File: src/core/sacs_cfg.svh
// constants of the conversion sequencer: edge numbers, widths, oscillator timing
// assumes one system clock; edges are counted on the clock-pin input clock, or on the oscillator in self-clock mode
// Behaviour
// - busy low during conversion, high after
// - internal clock is the input clock (clock pin, or oscillator in self-clock mode) divided by two
// - conversion lasts 20 input clock cycles
// - hold on third falling input clock edge
// - three input cycles before first comparison
// - track/hold tracks while idle
// - approximation register reset in first internal pulse
// - self-clocked oscillator stops at completion
// - external clock gated off after completion
// - bipolar result is offset binary
// - read within one clock of done: no conversion
// - read during conversion returns previous result
`ifndef SACS_CFG_SVH
`define SACS_CFG_SVH

`define SACS_CODE_W       8
`define SACS_CNT_W        5
`define SACS_SYNC_W       5
`define SACS_SYNC_IDLE    5'h03
`define SACS_EDGE_RESET   5'h01
`define SACS_EDGE_TRIAL   5'h02
`define SACS_EDGE_HOLD    5'h03
`define SACS_EDGE_CMP0    5'h04
`define SACS_EDGE_CMPN    5'h12
`define SACS_EDGE_LAST    5'h14
`define SACS_CODE_ZERO    8'h00
`define SACS_CODE_MSB     8'h80
`define SACS_CNT_ZERO     5'h00
`define SACS_CNT_ONE      5'h01
`define SACS_CLK_PERIOD_NS 8
`define SACS_OSC_PERIOD_NS 250
`define SACS_OSC_HALF     (((`SACS_OSC_PERIOD_NS) / 2) / (`SACS_CLK_PERIOD_NS))
`define SACS_OSC_HALF_M1  5'((`SACS_OSC_HALF) - 1)
`define SACS_OSC_PERIOD_M1 5'((2 * (`SACS_OSC_HALF)) - 1)

`endif

File: src/core/sacs_pkg.sv
// types shared by the conversion sequencer files
// assumes sacs_cfg.svh gives the widths
`include "sacs_cfg.svh"
package sacs_pkg;
   typedef enum logic {SACS_IDLE, SACS_CONVERT} sacs_state_t;
   typedef logic [`SACS_CODE_W-1:0] sacs_code_t;
endpackage : sacs_pkg

File: src/core/sacs_result_reg.sv
// latched output register holding the last completed result
// assumes a load pulse from the sequencer on the system clock
`timescale 1ns/1ns
`include "sacs_cfg.svh"
module sacs_result_reg (
   input  wire logic                clock,
   input  wire logic                nrst,
   input  wire logic                load,
   input  wire sacs_pkg::sacs_code_t d,
   output sacs_pkg::sacs_code_t      q
);
   always_ff @(posedge clock) begin
      if (!nrst) begin
         q <= `SACS_CODE_ZERO;
      end else if (load) begin
         q <= d;
      end
   end
endmodule : sacs_result_reg

File: src/core/sacs_seq.sv
// successive-approximation conversion sequencer with track/hold control
// assumes pins cs_n, rd_n, clk_pin, self_clock and cmp_in are asynchronous;
// the comparator output cmp_in is high when the held input is at or above dac_code
`timescale 1ns/1ns
`include "sacs_cfg.svh"
module sacs_seq (
   input  wire logic                 clock,
   input  wire logic                 nrst,
   input  wire logic                 cs_n,
   input  wire logic                 rd_n,
   input  wire logic                 clk_pin,
   input  wire logic                 self_clock,
   input  wire logic                 cmp_in,
   output logic                      busy_n,
   output logic                      hold,
   output sacs_pkg::sacs_code_t      dac_code,
   output sacs_pkg::sacs_code_t      data_out,
   output logic                      data_oe,
   output logic                      osc_run,
   output logic                      int_clk
);
   // ****************************************
   // input synchronisers
   // ****************************************
   logic [`SACS_SYNC_W-1:0] sync1;
   logic [`SACS_SYNC_W-1:0] sync2;
   wire  [`SACS_SYNC_W-1:0] raw_in = {cmp_in, self_clock, clk_pin, rd_n, cs_n};

   always_ff @(posedge clock) begin
      // strobes reset to their idle high level: no false select edge after reset
      if (!nrst) begin
         sync1 <= `SACS_SYNC_IDLE;
         sync2 <= `SACS_SYNC_IDLE;
      end else begin
         sync1 <= raw_in;
         sync2 <= sync1;
      end
   end

   // ****************************************
   // decode
   // ****************************************
   sacs_pkg::sacs_state_t    state;
   logic                     sel_d;
   logic                     clkp_d;
   logic                     grace;
   logic [`SACS_CNT_W-1:0]   edge_cnt;
   logic [`SACS_CNT_W-1:0]   osc_cnt;
   logic                     osc_lvl;
   logic [`SACS_CNT_W-1:0]   grace_cnt;
   sacs_pkg::sacs_code_t     successive_approx_register;
   sacs_pkg::sacs_code_t     mask;

   wire sel        = ~sync2[0] & ~sync2[1];
   wire clkp       = sync2[2];
   wire self_mode  = sync2[3];
   wire cmp        = sync2[4];
   wire converting = (state == sacs_pkg::SACS_CONVERT);
   wire ext_fall   = clkp_d & ~clkp;
   wire osc_wrap   = (osc_cnt == `SACS_OSC_HALF_M1);
   wire osc_fall   = osc_run & osc_lvl & osc_wrap;
   wire in_fall    = self_mode ? osc_fall : ext_fall;
   wire step       = converting & in_fall;
   wire [`SACS_CNT_W-1:0] next_cnt = edge_cnt + `SACS_CNT_ONE;
   // a select that is already low does not restart; only its falling edge counts
   wire start      = sel & ~sel_d & ~converting & ~grace;
   wire done       = step & (next_cnt == `SACS_EDGE_LAST);
   wire decide     = step & ~next_cnt[0] & (next_cnt >= `SACS_EDGE_CMP0)
                     & (next_cnt <= `SACS_EDGE_CMPN);
   // oscillator is stopped in the window, so self mode counts one period itself
   wire grace_end  = self_mode ? (grace_cnt == `SACS_OSC_PERIOD_M1) : ext_fall;
   wire sacs_pkg::sacs_code_t next_sar = (cmp ? successive_approx_register : (successive_approx_register & ~mask)) | (mask >> 1);

   // oscillator runs only for a conversion and its start cycle; it is stopped in the read window after it
   assign osc_run = self_mode & (converting | start);
   assign busy_n  = ~converting;
   assign dac_code = successive_approx_register;
   // three-state enable follows the strobes; mid-conversion reads show old data
   assign data_oe = sel;

   // ****************************************
   // clocks and sequencing
   // ****************************************
   always_ff @(posedge clock) begin
      if (!nrst) begin
         sel_d   <= 1'b0;
         clkp_d  <= 1'b0;
         osc_cnt <= `SACS_CNT_ZERO;
         osc_lvl <= 1'b0;
      end else begin
         sel_d  <= sel;
         clkp_d <= clkp;
         if (!osc_run) begin
            osc_cnt <= `SACS_CNT_ZERO;
            osc_lvl <= 1'b0;
         end else if (osc_wrap) begin
            osc_cnt <= `SACS_CNT_ZERO;
            osc_lvl <= ~osc_lvl;
         end else begin
            osc_cnt <= osc_cnt + `SACS_CNT_ONE;
         end
      end
   end

   always_ff @(posedge clock) begin
      if (!nrst) begin
         state    <= sacs_pkg::SACS_IDLE;
         edge_cnt <= `SACS_CNT_ZERO;
         int_clk  <= 1'b0;
         hold     <= 1'b0;
      end else begin
         case (state)
            sacs_pkg::SACS_IDLE: begin
               hold    <= 1'b0;
               int_clk <= 1'b0;
               if (start) begin
                  state    <= sacs_pkg::SACS_CONVERT;
                  edge_cnt <= `SACS_CNT_ZERO;
               end
            end
            sacs_pkg::SACS_CONVERT: begin
               if (step) begin
                  edge_cnt <= next_cnt;
                  int_clk  <= ~int_clk;
                  if (next_cnt == `SACS_EDGE_HOLD) begin
                     hold <= 1'b1;
                  end
               end
               if (done) begin
                  state   <= sacs_pkg::SACS_IDLE;
                  hold    <= 1'b0;
                  int_clk <= 1'b0;
               end
            end
            default: begin
               state <= sacs_pkg::SACS_IDLE;
            end
         endcase
      end
   end

   // read window after completion: a read here only fetches data
   always_ff @(posedge clock) begin
      if (!nrst) begin
         grace     <= 1'b0;
         grace_cnt <= `SACS_CNT_ZERO;
      end else if (done) begin
         grace     <= 1'b1;
         grace_cnt <= `SACS_CNT_ZERO;
      end else if (grace) begin
         grace     <= ~grace_end;
         grace_cnt <= grace_cnt + `SACS_CNT_ONE;
      end
   end

   // ****************************************
   // approximation register
   // ****************************************
   // result code is straight binary; with the bipolar input scaling it is offset binary
   always_ff @(posedge clock) begin
      if (!nrst) begin
         successive_approx_register  <= `SACS_CODE_ZERO;
         mask <= `SACS_CODE_ZERO;
      end else if (step && next_cnt == `SACS_EDGE_RESET) begin
         successive_approx_register  <= `SACS_CODE_ZERO;
         mask <= `SACS_CODE_ZERO;
      end else if (step && next_cnt == `SACS_EDGE_TRIAL) begin
         successive_approx_register  <= `SACS_CODE_MSB;
         mask <= `SACS_CODE_MSB;
      end else if (decide) begin
         successive_approx_register  <= next_sar;
         mask <= mask >> 1;
      end
   end

   sacs_result_reg u_result (
      .clock (clock),
      .nrst  (nrst),
      .load  (done),
      .d     (successive_approx_register),
      .q     (data_out)
   );
endmodule : sacs_seq

File: config.mk
export PLATFORM = sky130hd
export DESIGN_NAME = sacs_seq
export DESIGN_NICKNAME = d
export VERILOG_FILES = /design/src/core/sacs_pkg.sv /design/src/core/sacs_result_reg.sv /design/src/core/sacs_seq.sv
export VERILOG_INCLUDE_DIRS = /design/src /design/src/core
export SDC_FILE = /design/constraint.sdc
export NUM_CORES = 1
export LEC_CHECK = 0
export BUFFER_PORTS_ARGS = -buffer_cell sky130_fd_sc_hd__buf_4
export CELL_PAD_IN_SITES_DETAIL_PLACEMENT = 1
export CELL_PAD_IN_SITES_GLOBAL_PLACEMENT = 1
export CORE_MARGIN = 1
export CORE_UTILIZATION = 47
export DETAILED_ROUTE_END_ITERATION = 16
export PLACE_DENSITY = 0.85
export SLEW_MARGIN = 10
export SYNTH_ARGS = -nofsm -noshare
export SYNTH_HDL_FRONTEND = slang
export SYNTH_HIERARCHICAL = 1
export SYNTH_SLANG_ARGS = --single-unit
File: constraint.sdc
create_clock -name clock -period 3.15 [get_ports clock]
set_input_delay 0 -clock clock [delete_from_list [all_inputs] [get_ports clock]]
set_output_delay 0 -clock clock [all_outputs]
set_load 0.01 [all_outputs]
==> out/results.ini <==
[global_route]
overflow = 0
grt_max_degree = 25
grt_use_met1_pct = 25.5
antenna_found_initial = 0
grt_util_met3_pct = 4.80
grt_pass1_wl_mm = 8.85
met2_usage_pct = 39.3
grt.busiest_layer = met2
grt_pass1_vias = 1874
track_usage_pct = 21.9

[timing]
finalCriticalPeriod_ns = 2.44
rsz0062_at_grt = false
max_freq_mhz = 410
finalSetupViolCount = 0
drv_slew = 0
relSlewSlack_pct = 47.6
setup_slack_ns = 0.711
clock_skew_ns = 0.00564
hold_viol = 0
worst_pin_slew_ns = 0.783
setup-tns-final_ns = 0
period_share_pct = 77.4

[routing]
via_per_inst = 5.36
drtIter0Drc = 121
antenna_left = 0
routedWlPerCell_um = 15.9
drt_wl_total_mm = 5.51
vias = 1861
route.detailed.drc = 0
dr.pass1.iters = 4

[layout]
final_nets = 295
layout-drive-gt1-share_pct = 17.5
area_delta_synth_final_pct = 15.9
final_cell_area_um2 = 2790
antenna_cells = 0

[clocking]
postCtsSetupRepairBufs = 0
hold_buffers = 8
cts_resized = 0
cts_buffers = 5
clockRootBuffer = clkbuf_8
cts-htree-levels = 2
clock-sinks = 56
cts_tree = built
clkTransAtPathRegs_ns = 0.10
cts_buffer_depth = 2
clock_latency_ns = 0.32

[synth]
syn_nets = 266
netlist_instances = 250
yosysWarnings = 6
synthFlopType = dfxtp_1
yosysUniqueCellTypes = 45
ys_ff_latch = 56
syn_area_per_cell_um2 = 9.61
ys_seq_area_share_pct = 46.6
synth_edf_count = 0
syn_area_um2 = 2400
async_flop_share_pct = 0

[critical_path]
slowest_delay_ns = 0.65
crit_type = flip-flop to flip-flop
r2r_cells = 5
cp.arrival_ns = 2.67
crit_slowest_cell = xnor2_2
crit_fanout = 16
worst_ep_required_time_ns = 3.38
path_cells = ha_1 > a31oi_2 > xnor2_2 > o21ai_0 > a221oi_1
start_kind = flip-flop
crit_path_end_kind = flip-flop

[placed_design]
io_buffer_count = 27
dp_hpwl_mm = 3.65
pre_cts_slack_ns = 0.786
gp_congestion = 0.779
dpl_cell_area_um2 = 2590

[job]
max_cap_viol_count = 0

[die]
die_w_um = 73.5
coreArea_um2 = 4820
pin_count = 28
num_rows = 25
die_h_um = 73.5
initial_utilization_pct = 49.9
die_area_um2 = 5400

[power_and_ir_drop]
power_mw = 1.24
p_per_area_nw_per_um2 = 446
p_leak_nw = 1.01
ir_worst_vdd_mv = 0.302

[worst_hold_path]
worstHoldPathType = flip-flop to flip-flop
hold_path_depth = 1

[outcome]
outcome = completed

worst max-delay path: cells and delay by family, from the launching register on:
family	cells	cell delay (ns)
AO/OA/AOI/OAI	3	0.72
adder cells (fa/ha/maj)	1	0.41
XOR/XNOR	1	0.65
flip-flops	1	0.57
stage by stage:
step	hold WS (ns)	utilization, %	cells
finish	0.421	57.8	347
global route	0.439	57.8	347
CTS	0.423	57.8	347
detailed placement	0.193	53.8	331
global placement	0.185	53.8	331
floorplan	0.0730	-	250
final timing paths:
path	slack, ns	from	end
setup / recovery	0.71	edge_cnt[0]$_SDFFE_PN0P_	mask[7]$_SDFFE_PP0P_
setup reg to reg	0.71	edge_cnt[0]$_SDFFE_PN0P_	mask[7]$_SDFFE_PP0P_
hold reg to reg	0.42	sync1[0]$_SDFF_PN1_	sync2[0]$_SDFF_PN1_
hold / removal	0.42	sync1[0]$_SDFF_PN1_	sync2[0]$_SDFF_PN1_
Yosys cell counts (2+ instances only):
cell      instances  share of area (%)
o41ai_1           5                1.8
nor2_1           17                2.7
inv_1            16                2.5
nand4_1           3               0.78
nor2b_1           9                2.3
ha_1              9                4.7
nand2b_1          4                1.0
o21ai_0          10                2.1
nand2_1           5               0.78
o41ai_2           3                2.0
nand3_1          16                3.3
and2_1            9                2.3
xor2_1            8                2.9
dfxtp_1          56                 47
buf_6             3                1.4
nand2_2           2               0.52
buf_4             3               0.94
nor3_1            7                1.5
buf_2             4               0.83
o21ai_1           2               0.42
a221oi_1          2               0.73
nand4b_1          2               0.73
a21oi_1          23                4.8
mux2i_1           8                3.3
xnor2_1           4                1.5
state kept, by name, indices dropped and copies added (netlist names):
signal and flops:
clkp_d 1, osc_lvl 1, sel_d 1, hold 1, converting 1, mask 8
grace 1, grace_cnt 5, dac_code 8, sync1 5, int_clk 1, u_result/q 8
osc_cnt 5, edge_cnt 5, sync2 5
cells by family (layout without fill, tap and decap cells):
kind of cell / Yosys count / in the layout / synth area share [%]
AND/OR/NAND/NOR: 81 / 81 / 18.3
flip-flops: 56 / 56 / 46.6
AO/OA/AOI/OAI: 53 / 53 / 15.2
buffers and inverters: 30 / 60 / 6.77
XOR/XNOR: 13 / 13 / 5.05
adder cells (fa/ha/maj): 9 / 9 / 4.69
multiplexers: 8 / 8 / 3.33
area by class of cell:
type                            count  area [um2]
Clock inverter                      3        46.3
Multi-Input combinational cell    164        1120
Tap cell                           67        83.8
Timing Repair Buffer               35         283
Inverter                           17        63.8
Clock buffer                        5        68.8
Fill cell                         571        2030
Sequential cell                    56        1120
cell usage in the layout, fill, tap and decap left out, types with 7 or more instances in the layout:
master and n:
nor3_1 7, o21ai_0 10, nand3_1 16, nor2b_1 9, inv_1 16, ha_1 9
nor2_1 17, and2_1 9, dfxtp_1 56, buf_4 27, a21oi_1 23, dlygate4sd3_1 8
mux2i_1 8, xor2_1 8
metal layers:
layer / vias to the layer above / routed length, um
met4: 0 / 100
met2: 27 / 2710
li1: 919 / -
met3: 12 / 139
met1: 903 / 2550
met5: - / 0
where the power goes:
group          leakage, nW  internal (mW)  total, mW  switching [mW]
Clock               0.0600          0.241      0.490           0.248
Combinational        0.499         0.0180     0.0351          0.0172
Sequential           0.453          0.714      0.719         0.00465
Total                 1.01          0.973       1.24           0.270
Power figures use the tool's default switching activity.
